File: src/hw/epevs_pkg.sv
// Package for the endpoint event status block: offsets, bit fields, reset values
package epevs_pkg;
   // Register indices; the bus byte address is four times the index
   localparam logic [7:0] EPEVS_OFF_EP4       = 8'hb9;
   localparam logic [7:0] EPEVS_OFF_EP5       = 8'hba;
   localparam logic [7:0] EPEVS_OFF_ALARM_HI  = 8'hbc;
   localparam logic [7:0] EPEVS_OFF_ALARM_LO  = 8'hbd;
   localparam logic [7:0] EPEVS_OFF_GRP_EN    = 8'hc4;
   localparam logic [7:0] EPEVS_OFF_SUMMARY   = 8'hc8;
   // Event status bit positions
   localparam int EPEVS_BIT_OUT_ERR   = 0;
   localparam int EPEVS_BIT_IN_ERR    = 1;
   localparam int EPEVS_BIT_OUT_NAK   = 2;
   localparam int EPEVS_BIT_IN_NAK    = 3;
   localparam int EPEVS_BIT_OUT_ACK   = 4;
   localparam int EPEVS_BIT_IN_ACK    = 5;
   localparam int EPEVS_BIT_OUT_SHORT = 6;
   // Group enable bit positions
   localparam int EPEVS_EN_EP4        = 3;
   localparam int EPEVS_EN_EP5        = 4;
   localparam int EPEVS_EN_ALARM_IN   = 7;
   // Reset values and masks
   localparam logic [7:0]  EPEVS_RST_STAT  = 8'h00;
   localparam logic [7:0]  EPEVS_RST_EN    = 8'h00;
   localparam logic [15:0] EPEVS_RST_ALARM = 16'h0000;
   localparam logic [7:0]  EPEVS_STAT_MASK = 8'h7f;
   localparam logic [7:0]  EPEVS_EN_MASK   = 8'hdf;
   // AXI responses
   localparam logic [1:0]  EPEVS_RESP_OKAY   = 2'b00;
   localparam logic [1:0]  EPEVS_RESP_SLVERR = 2'b10;
endpackage

File: src/hw/epevs_ep_status.sv
// One endpoint's sticky transaction event flags
`timescale 1ns/1ps
module epevs_ep_status
   import epevs_pkg::*;
(
   input  wire logic       aclk,
   input  wire logic       aresetn,
   input  wire logic       out_short_packet_acked,
   input  wire logic       in_xfer_acked,
   input  wire logic       out_xfer_acked,
   input  wire logic       in_xfer_naked,
   input  wire logic       out_xfer_naked,
   input  wire logic       ping_naked,
   input  wire logic       in_stall,
   input  wire logic       in_pkt_error,
   input  wire logic       in_hs_timeout,
   input  wire logic       out_stall,
   input  wire logic       out_pkt_error,
   input  wire logic [7:0] clear_bits,
   output logic      [7:0] status_q
);
   logic [7:0] set_bits;

   always_comb
   begin
      set_bits                      = 8'h00;
      set_bits[EPEVS_BIT_OUT_SHORT] = out_short_packet_acked & out_xfer_acked;
      set_bits[EPEVS_BIT_IN_ACK]    = in_xfer_acked;
      set_bits[EPEVS_BIT_OUT_ACK]   = out_xfer_acked;
      set_bits[EPEVS_BIT_IN_NAK]    = in_xfer_naked;
      set_bits[EPEVS_BIT_OUT_NAK]   = out_xfer_naked | ping_naked;
      set_bits[EPEVS_BIT_IN_ERR]    = in_stall | in_pkt_error | in_hs_timeout;
      set_bits[EPEVS_BIT_OUT_ERR]   = out_stall | out_pkt_error;
   end

   // Set beats clear in the same cycle so no event is lost
   always_ff @(posedge aclk)
   begin
      if (!aresetn)
         status_q <= EPEVS_RST_STAT;
      else
         status_q <= ((status_q & ~clear_bits) | set_bits) & EPEVS_STAT_MASK;
   end
endmodule

File: src/hw/epevs_alarm.sv
// Alarm latches and response choice for IN tokens to unjoined endpoints
`timescale 1ns/1ps
module epevs_alarm
   import epevs_pkg::*;
(
   input  wire logic        aclk,
   input  wire logic        aresetn,
   input  wire logic        in_token_valid,
   input  wire logic [3:0]  in_token_ep,
   input  wire logic [15:0] in_endpoint_enable,
   input  wire logic [15:0] in_iso_response_select,
   input  wire logic [15:0] fifo_area_join,
   input  wire logic [15:0] clear_bits,
   output logic      [15:0] unjoined_in_alarm_q,
   output logic             send_zlp_q,
   output logic             send_nak_q
);
   logic [15:0] enabled;
   logic        hit;

   always_comb
   begin
      enabled    = in_endpoint_enable;
      enabled[0] = 1'b1;
      hit        = in_token_valid & enabled[in_token_ep] & ~fifo_area_join[in_token_ep];
   end

   always_ff @(posedge aclk)
   begin
      if (!aresetn)
         unjoined_in_alarm_q <= EPEVS_RST_ALARM;
      else
         unjoined_in_alarm_q <= (unjoined_in_alarm_q & ~clear_bits)
                                | ({15'h0000, hit} << in_token_ep);
   end

   // Response picked one cycle after the token, a single-cycle pulse
   always_ff @(posedge aclk)
   begin
      if (!aresetn)
      begin
         send_zlp_q <= 1'b0;
         send_nak_q <= 1'b0;
      end
      else
      begin
         send_zlp_q <= hit & in_iso_response_select[in_token_ep];
         send_nak_q <= hit & ~in_iso_response_select[in_token_ep];
      end
   end
endmodule

File: src/hw/epevs_top.sv
// Endpoint event status block with AXI4-Lite register slave
`timescale 1ns/1ps
module epevs_top
   import epevs_pkg::*;
(
   input  wire logic        aclk,
   input  wire logic        aresetn,
   input  wire logic [9:0]  s_axi_awaddr,
   input  wire logic        s_axi_awvalid,
   output logic             s_axi_awready,
   input  wire logic [31:0] s_axi_wdata,
   input  wire logic [3:0]  s_axi_wstrb,
   input  wire logic        s_axi_wvalid,
   output logic             s_axi_wready,
   output logic [1:0]       s_axi_bresp,
   output logic             s_axi_bvalid,
   input  wire logic        s_axi_bready,
   input  wire logic [9:0]  s_axi_araddr,
   input  wire logic        s_axi_arvalid,
   output logic             s_axi_arready,
   output logic [31:0]      s_axi_rdata,
   output logic [1:0]       s_axi_rresp,
   output logic             s_axi_rvalid,
   input  wire logic        s_axi_rready,
   input  wire logic [1:0]  out_short_packet_acked,
   input  wire logic [1:0]  in_xfer_acked,
   input  wire logic [1:0]  out_xfer_acked,
   input  wire logic [1:0]  in_xfer_naked,
   input  wire logic [1:0]  out_xfer_naked,
   input  wire logic [1:0]  ping_naked,
   input  wire logic [1:0]  in_stall,
   input  wire logic [1:0]  in_pkt_error,
   input  wire logic [1:0]  in_hs_timeout,
   input  wire logic [1:0]  out_stall,
   input  wire logic [1:0]  out_pkt_error,
   input  wire logic        in_token_valid,
   input  wire logic [3:0]  in_token_ep,
   input  wire logic [15:0] in_endpoint_enable,
   input  wire logic [15:0] in_iso_response_select,
   input  wire logic [15:0] fifo_area_join,
   output logic             send_zlp_q,
   output logic             send_nak_q,
   output logic             endpoint_group_summary_q
);
   // ------------------------------------------------------------
   // Write channel
   // ------------------------------------------------------------
   logic        aw_held_q;
   logic        w_held_q;
   logic [9:0]  awaddr_q;
   logic [31:0] wdata_q;
   logic        wstrb0_q;
   logic        do_write;
   logic [7:0]  clr_ep4;
   logic [7:0]  clr_ep5;
   logic [15:0] clr_alarm;
   logic [7:0]  ep4_stat;
   logic [7:0]  ep5_stat;
   logic [15:0] alarm_stat;
   logic [7:0]  group_enable_q;
   logic [7:0]  rd_byte;
   logic        rd_ok;
   logic        ep4_flagged;
   logic        ep5_flagged;
   logic        alarm_flagged;

   function automatic logic hit_addr(input logic [9:0] a, input logic [7:0] idx);
      hit_addr = (a[9:2] == idx);
   endfunction

   assign do_write = aw_held_q & w_held_q & ~s_axi_bvalid;

   always_ff @(posedge aclk)
   begin
      if (!aresetn)
      begin
         aw_held_q     <= 1'b0;
         s_axi_awready <= 1'b0;
         awaddr_q      <= 10'h000;
      end
      else if (s_axi_awvalid && s_axi_awready)
      begin
         aw_held_q     <= 1'b1;
         s_axi_awready <= 1'b0;
         awaddr_q      <= s_axi_awaddr;
      end
      else if (do_write)
         aw_held_q     <= 1'b0;
      else
         s_axi_awready <= ~aw_held_q & ~s_axi_bvalid;
   end

   always_ff @(posedge aclk)
   begin
      if (!aresetn)
      begin
         w_held_q     <= 1'b0;
         s_axi_wready <= 1'b0;
         wdata_q      <= 32'h0000_0000;
         wstrb0_q     <= 1'b0;
      end
      else if (s_axi_wvalid && s_axi_wready)
      begin
         w_held_q     <= 1'b1;
         s_axi_wready <= 1'b0;
         wdata_q      <= s_axi_wdata;
         wstrb0_q     <= s_axi_wstrb[0];
      end
      else if (do_write)
         w_held_q     <= 1'b0;
      else
         s_axi_wready <= ~w_held_q & ~s_axi_bvalid;
   end

   // ------------------------------------------------------------
   // Write decode
   // ------------------------------------------------------------
   // Registers are byte-wide; only lane 0 carries data, others ignored
   always_comb
   begin
      clr_ep4   = 8'h00;
      clr_ep5   = 8'h00;
      clr_alarm = 16'h0000;
      if (do_write && wstrb0_q)
      begin
         if (hit_addr(awaddr_q, EPEVS_OFF_EP4))
            clr_ep4 = wdata_q[7:0];
         else if (hit_addr(awaddr_q, EPEVS_OFF_EP5))
            clr_ep5 = wdata_q[7:0];
         else if (hit_addr(awaddr_q, EPEVS_OFF_ALARM_HI))
            clr_alarm[15:8] = wdata_q[7:0];
         else if (hit_addr(awaddr_q, EPEVS_OFF_ALARM_LO))
            clr_alarm[7:0] = wdata_q[7:0];
      end
   end

   always_ff @(posedge aclk)
   begin
      if (!aresetn)
         group_enable_q <= EPEVS_RST_EN;
      else if (do_write && wstrb0_q && hit_addr(awaddr_q, EPEVS_OFF_GRP_EN))
         group_enable_q <= wdata_q[7:0] & EPEVS_EN_MASK;
   end

   function automatic logic mapped(input logic [9:0] a);
      mapped = hit_addr(a, EPEVS_OFF_EP4) || hit_addr(a, EPEVS_OFF_EP5)
               || hit_addr(a, EPEVS_OFF_ALARM_HI) || hit_addr(a, EPEVS_OFF_ALARM_LO)
               || hit_addr(a, EPEVS_OFF_GRP_EN) || hit_addr(a, EPEVS_OFF_SUMMARY);
   endfunction

   always_ff @(posedge aclk)
   begin
      if (!aresetn)
      begin
         s_axi_bvalid <= 1'b0;
         s_axi_bresp  <= EPEVS_RESP_OKAY;
      end
      else if (do_write)
      begin
         s_axi_bvalid <= 1'b1;
         s_axi_bresp  <= mapped(awaddr_q) ? EPEVS_RESP_OKAY : EPEVS_RESP_SLVERR;
      end
      else if (s_axi_bready)
         s_axi_bvalid <= 1'b0;
   end

   // ------------------------------------------------------------
   // Read channel
   // ------------------------------------------------------------
   // Each register owns one aligned word; the two low address bits are ignored
   always_comb
   begin
      rd_byte = 8'h00;
      rd_ok   = mapped(s_axi_araddr);
      if (hit_addr(s_axi_araddr, EPEVS_OFF_EP4))
         rd_byte = ep4_stat;
      else if (hit_addr(s_axi_araddr, EPEVS_OFF_EP5))
         rd_byte = ep5_stat;
      else if (hit_addr(s_axi_araddr, EPEVS_OFF_ALARM_HI))
         rd_byte = alarm_stat[15:8];
      else if (hit_addr(s_axi_araddr, EPEVS_OFF_ALARM_LO))
         rd_byte = alarm_stat[7:0];
      else if (hit_addr(s_axi_araddr, EPEVS_OFF_GRP_EN))
         rd_byte = group_enable_q;
      else if (hit_addr(s_axi_araddr, EPEVS_OFF_SUMMARY))
         rd_byte = {7'h00, endpoint_group_summary_q};
   end

   // ------------------------------------------------------------
   // Read handshake
   // ------------------------------------------------------------
   always_ff @(posedge aclk)
   begin
      if (!aresetn)
      begin
         s_axi_arready <= 1'b0;
         s_axi_rvalid  <= 1'b0;
         s_axi_rdata   <= 32'h0000_0000;
         s_axi_rresp   <= EPEVS_RESP_OKAY;
      end
      else if (s_axi_arvalid && s_axi_arready)
      begin
         s_axi_arready <= 1'b0;
         s_axi_rvalid  <= 1'b1;
         s_axi_rresp   <= rd_ok ? EPEVS_RESP_OKAY : EPEVS_RESP_SLVERR;
         s_axi_rdata   <= {24'h000000, rd_byte};
      end
      else if (s_axi_rvalid && s_axi_rready)
         s_axi_rvalid  <= 1'b0;
      else
         s_axi_arready <= ~s_axi_rvalid;
   end

   // ------------------------------------------------------------
   // Status latches
   // ------------------------------------------------------------
   epevs_ep_status u_ep4 (
      .aclk                   (aclk),
      .aresetn                (aresetn),
      .out_short_packet_acked (out_short_packet_acked[0]),
      .in_xfer_acked          (in_xfer_acked[0]),
      .out_xfer_acked         (out_xfer_acked[0]),
      .in_xfer_naked          (in_xfer_naked[0]),
      .out_xfer_naked         (out_xfer_naked[0]),
      .ping_naked             (ping_naked[0]),
      .in_stall               (in_stall[0]),
      .in_pkt_error           (in_pkt_error[0]),
      .in_hs_timeout          (in_hs_timeout[0]),
      .out_stall              (out_stall[0]),
      .out_pkt_error          (out_pkt_error[0]),
      .clear_bits             (clr_ep4),
      .status_q               (ep4_stat)
   );

   epevs_ep_status u_ep5 (
      .aclk                   (aclk),
      .aresetn                (aresetn),
      .out_short_packet_acked (out_short_packet_acked[1]),
      .in_xfer_acked          (in_xfer_acked[1]),
      .out_xfer_acked         (out_xfer_acked[1]),
      .in_xfer_naked          (in_xfer_naked[1]),
      .out_xfer_naked         (out_xfer_naked[1]),
      .ping_naked             (ping_naked[1]),
      .in_stall               (in_stall[1]),
      .in_pkt_error           (in_pkt_error[1]),
      .in_hs_timeout          (in_hs_timeout[1]),
      .out_stall              (out_stall[1]),
      .out_pkt_error          (out_pkt_error[1]),
      .clear_bits             (clr_ep5),
      .status_q               (ep5_stat)
   );

   // Software must join the endpoint afterwards or alarms keep coming
   epevs_alarm u_alarm (
      .aclk                   (aclk),
      .aresetn                (aresetn),
      .in_token_valid         (in_token_valid),
      .in_token_ep            (in_token_ep),
      .in_endpoint_enable     (in_endpoint_enable),
      .in_iso_response_select (in_iso_response_select),
      .fifo_area_join         (fifo_area_join),
      .clear_bits             (clr_alarm),
      .unjoined_in_alarm_q    (alarm_stat),
      .send_zlp_q             (send_zlp_q),
      .send_nak_q             (send_nak_q)
   );

   // ------------------------------------------------------------
   // Summary
   // ------------------------------------------------------------
   always_comb
   begin
      ep4_flagged   = group_enable_q[EPEVS_EN_EP4] & (|ep4_stat);
      ep5_flagged   = group_enable_q[EPEVS_EN_EP5] & (|ep5_stat);
      alarm_flagged = group_enable_q[EPEVS_EN_ALARM_IN] & (|alarm_stat);
   end

   always_ff @(posedge aclk)
   begin
      if (!aresetn)
         endpoint_group_summary_q <= 1'b0;
      else
         endpoint_group_summary_q <= ep4_flagged | ep5_flagged | alarm_flagged;
   end
endmodule

File: config.mk
export PLATFORM = sky130hd
export DESIGN_NAME = epevs_top
export DESIGN_NICKNAME = d
export VERILOG_FILES = /design/src/hw/epevs_pkg.sv /design/src/hw/epevs_ep_status.sv /design/src/hw/epevs_alarm.sv /design/src/hw/epevs_top.sv
export SDC_FILE = /design/constraint.sdc
export NUM_CORES = 1
export LEC_CHECK = 0
export ABC_AREA = 1
export BUFFER_PORTS_ARGS = -buffer_cell sky130_fd_sc_hd__buf_4
export CAP_MARGIN = 40
export CORE_MARGIN = 2
export CORE_UTILIZATION = 40
export DETAILED_ROUTE_END_ITERATION = 12
export PLACE_DENSITY = 0.72
export SKIP_LAST_GASP = 1
export SLEW_MARGIN = 20
export SYNTH_ARGS = -nofsm -noshare
export SYNTH_HDL_FRONTEND = slang
export SYNTH_SLANG_ARGS = --single-unit
File: constraint.sdc
create_clock -name aclk -period 2.75 [get_ports aclk]
set_clock_uncertainty 0.05 [all_clocks]
set_input_delay 0.55 -clock aclk [delete_from_list [all_inputs] [get_ports aclk]]
set_output_delay 0.55 -clock aclk [all_outputs]
set_load 0.02 [all_outputs]
==> flow_summary.toml <==
[clock_network]
cts_hold_buf = 0
root_buffer = "clkbuf_8"
cts_buffers = 9
cts_resized = 0
htreeDepth = 3
cts_setup_buffers = 0
cts_tree = "built"
cts.clk_slew.worst_paths_ns = 0.07
clkLatencyLatePin_ns = 0.34
cts_num_sinks = 74
cts_max_path_buffers = 2

[die]
dieHeight_um = 102
core-area_sq_um = 9280
start_util_pct = 41.4
pin_count = 182
dieArea_sq_um = 10400
dieWidth_um = 102
num_rows = 35

[global_route]
grtUsageTotal_pct = 19.9
gr-total-overflow = 0
grt_start_max_net_pins = 50
grt_pass1_wl_mm = 16.5
antenna_found_initial = 0
first_global_vias = 3692

[worst_hold_path]
min_path_type = "input pin to flip-flop"

[finish]
regArea_sq_um = 1480
multi_input_area_sq_um = 1920
final_cell_mix = "buf_4, dfxtp_1, nor2_1, o21ai_0, nand2_1"
drive_gt1_share_pct = 23.2
nets = 795
area_growth_pct = 27.2
n_fill_cell = 922
insertedDiodeCount = 0
final_area_sq_um = 4890
final_common_cell = "buf_4"

[critical_path]
worstSetupEndpointType = "flip-flop"
path_class = "input pin to flip-flop"
crit_path_max_fanout = 21
slowest_stage = "clkinv_1"
required_ns = 2.91
crit_path_start_kind = "input pin"
path_delay_family = "simple AND/OR/NAND/NOR gates"
cp.arrival_ns = 2.17
crit_path_cell_trace = "buf_4 -> clkinv_1 -> nand3b_1 -> nand3_1 -> nand3_1 -> nand3_2 -> nand3_2 -> nor2_4 -> nand4_1 -> a21oi_1"
slowest_delay_ns = 0.45
critPathBufInv = 2

[drt]
wire_per_inst_um = 13.3
dr.pass1.iters = 7
viasPerCell = 5.12
route.detailed.drc = 0
wirelength_mm = 10.5
vias = 4037
drtIter0Drc = 185
antenna_left = 0

[timing]
relSlewSlack_pct = 63.6
setup_viol = 0
rsz0062_at_grt = "no"
setup_tns_ns = 0
min_period_over_period_pct = 73.0
slew_violations = 0
worst_slew_pin_slew_ns = 0.543
timing.fmax_mhz = 498
hold_violations = 0
min_period_ns = 2.01

[yosys]
postSynthAreaPerCell_sq_um = 7.09
netlist_area_sq_um = 3840
yosys_warnings = 0
synthDistinctLibCells = 34
synthCells = 542
seq_area_frac_synth_pct = 38.6
ys_ff_latch = 74

[power]
peakVddDrop_v = 0.000340
p_leak_nw = 2.13
powerDensity_nw_per_um2 = 463

[placement]
placed_area_sq_um = 4730
gp_congestion = 0.903
dp_hpwl_mm = 8.02
port_buffers = 123

[flow_run]
max_cap_violations = 0

[outcome]
status = "finished, final reports clean"
## cells in the mapped netlist
cell type | instances | area (sq um)
a21oi_1 | 55 | 275
clkinv_1 | 4 | 15.0
and3_1 | 1 | 6.26
a211oi_1 | 2 | 15.0
nor3_1 | 8 | 40.0
nor2_4 | 2 | 22.5
nand2_1 | 62 | 233
buf_2 | 5 | 25.0
a31oi_1 | 1 | 6.26
nand3_1 | 29 | 145
conb_1 | 1 | 3.75
o31ai_1 | 1 | 7.51
o211ai_1 | 1 | 7.51
o21ai_0 | 65 | 325
o221ai_1 | 4 | 35.0
nor4_1 | 4 | 25.0
nand4_2 | 1 | 12.5
o22ai_1 | 6 | 37.5
nor4_4 | 2 | 42.5
o2111ai_1 | 1 | 8.76
inv_2 | 2 | 7.51
a21oi_2 | 2 | 17.5
inv_1 | 58 | 218
or2_2 | 1 | 6.26
buf_6 | 3 | 33.8
nand3_2 | 4 | 40.0
nor2_1 | 66 | 248
buf_4 | 27 | 203
nand4_1 | 31 | 194
nor2_2 | 1 | 6.26
or2_4 | 1 | 8.76
nand3b_1 | 7 | 52.6
clkbuf_1 | 10 | 37.5
dfxtp_1 | 74 | 1480
## kinds of logic after synthesis
logic type	Yosys count	share of synthesized area, %
simple gates	220	28.2
flops	74	38.6
buf+inv	109	14.0
other cells	1	0.0976
compound gates	138	19.1
## layer usage
layer,vias up,GRT usage (%),part of all wire (%)
met1,1844,24.6,42
li1,2014,-,-
met3,19,3.83,5.6
met2,160,34.5,50
met4,0,7.49,2.1
met5,-,0,0
## worst min-delay path: cells and delay by family
family                 cells  cell delay (ns)
AO/OA/AOI/OAI              1             0.05
buffers and inverters      2             0.15
## worst paths after layout
| path | start | end | slack, ns | depth (start not counted) |
|---|---|---|---|---|
| hold reg to reg | s_axi_rdata[7] | s_axi_rdata[7] | 0.42 | 2 |
| setup reg to reg | s_axi_bvalid | u_alarm.unjoined_in_alarm_q[3] | 0.99 | 8 |
| setup / recovery | in_token_ep[1] | u_alarm.unjoined_in_alarm_q[9] | 0.74 | 10 |
| hold / removal | in_xfer_naked[0] | u_ep4.status_q[3] | 0.40 | 3 |
## flip-flops by register name, indices dropped and copies added, names as in the netlist, 7 cells and up
| signal | flops |
|---|---|
| u_ep5.status_q | 7 |
| s_axi_rdata | 8 |
| group_enable_q | 7 |
| awaddr_q | 8 |
| u_ep4.status_q | 7 |
| u_alarm.unjoined_in_alarm_q | 16 |
| wdata_q | 8 |
## final cells by class
type | count | area share [%]
clock inverter | 3 | 0.358
multi-input combinational | 384 | 39.2
clock buffer | 11 | 2.89
inverter | 64 | 4.91
tap | 129 | 3.30
timing repair buffer | 124 | 19.0
sequential | 74 | 30.3
## power breakdown
part	internal [mW]	switching, mW
clock network	0.339	0.378
logic	0.175	0.212
registers	1.12	0.0360
total	1.64	0.626
## per-stage QoR
step	util (%)	worst slack, ns	std cells	hold WS, ns	power, mW
final	52.7	0.741	789	0.402	2.26
after floorplan	-	1.11	567	0.394	1.43
after CTS	52.7	0.796	789	0.391	2.28
after global routing	52.7	0.604	789	0.395	2.37
after global placement	50.9	0.475	775	0.407	1.56
after detailed placement	50.9	0.438	775	0.411	1.57
(Power assumes the default switching activity.)
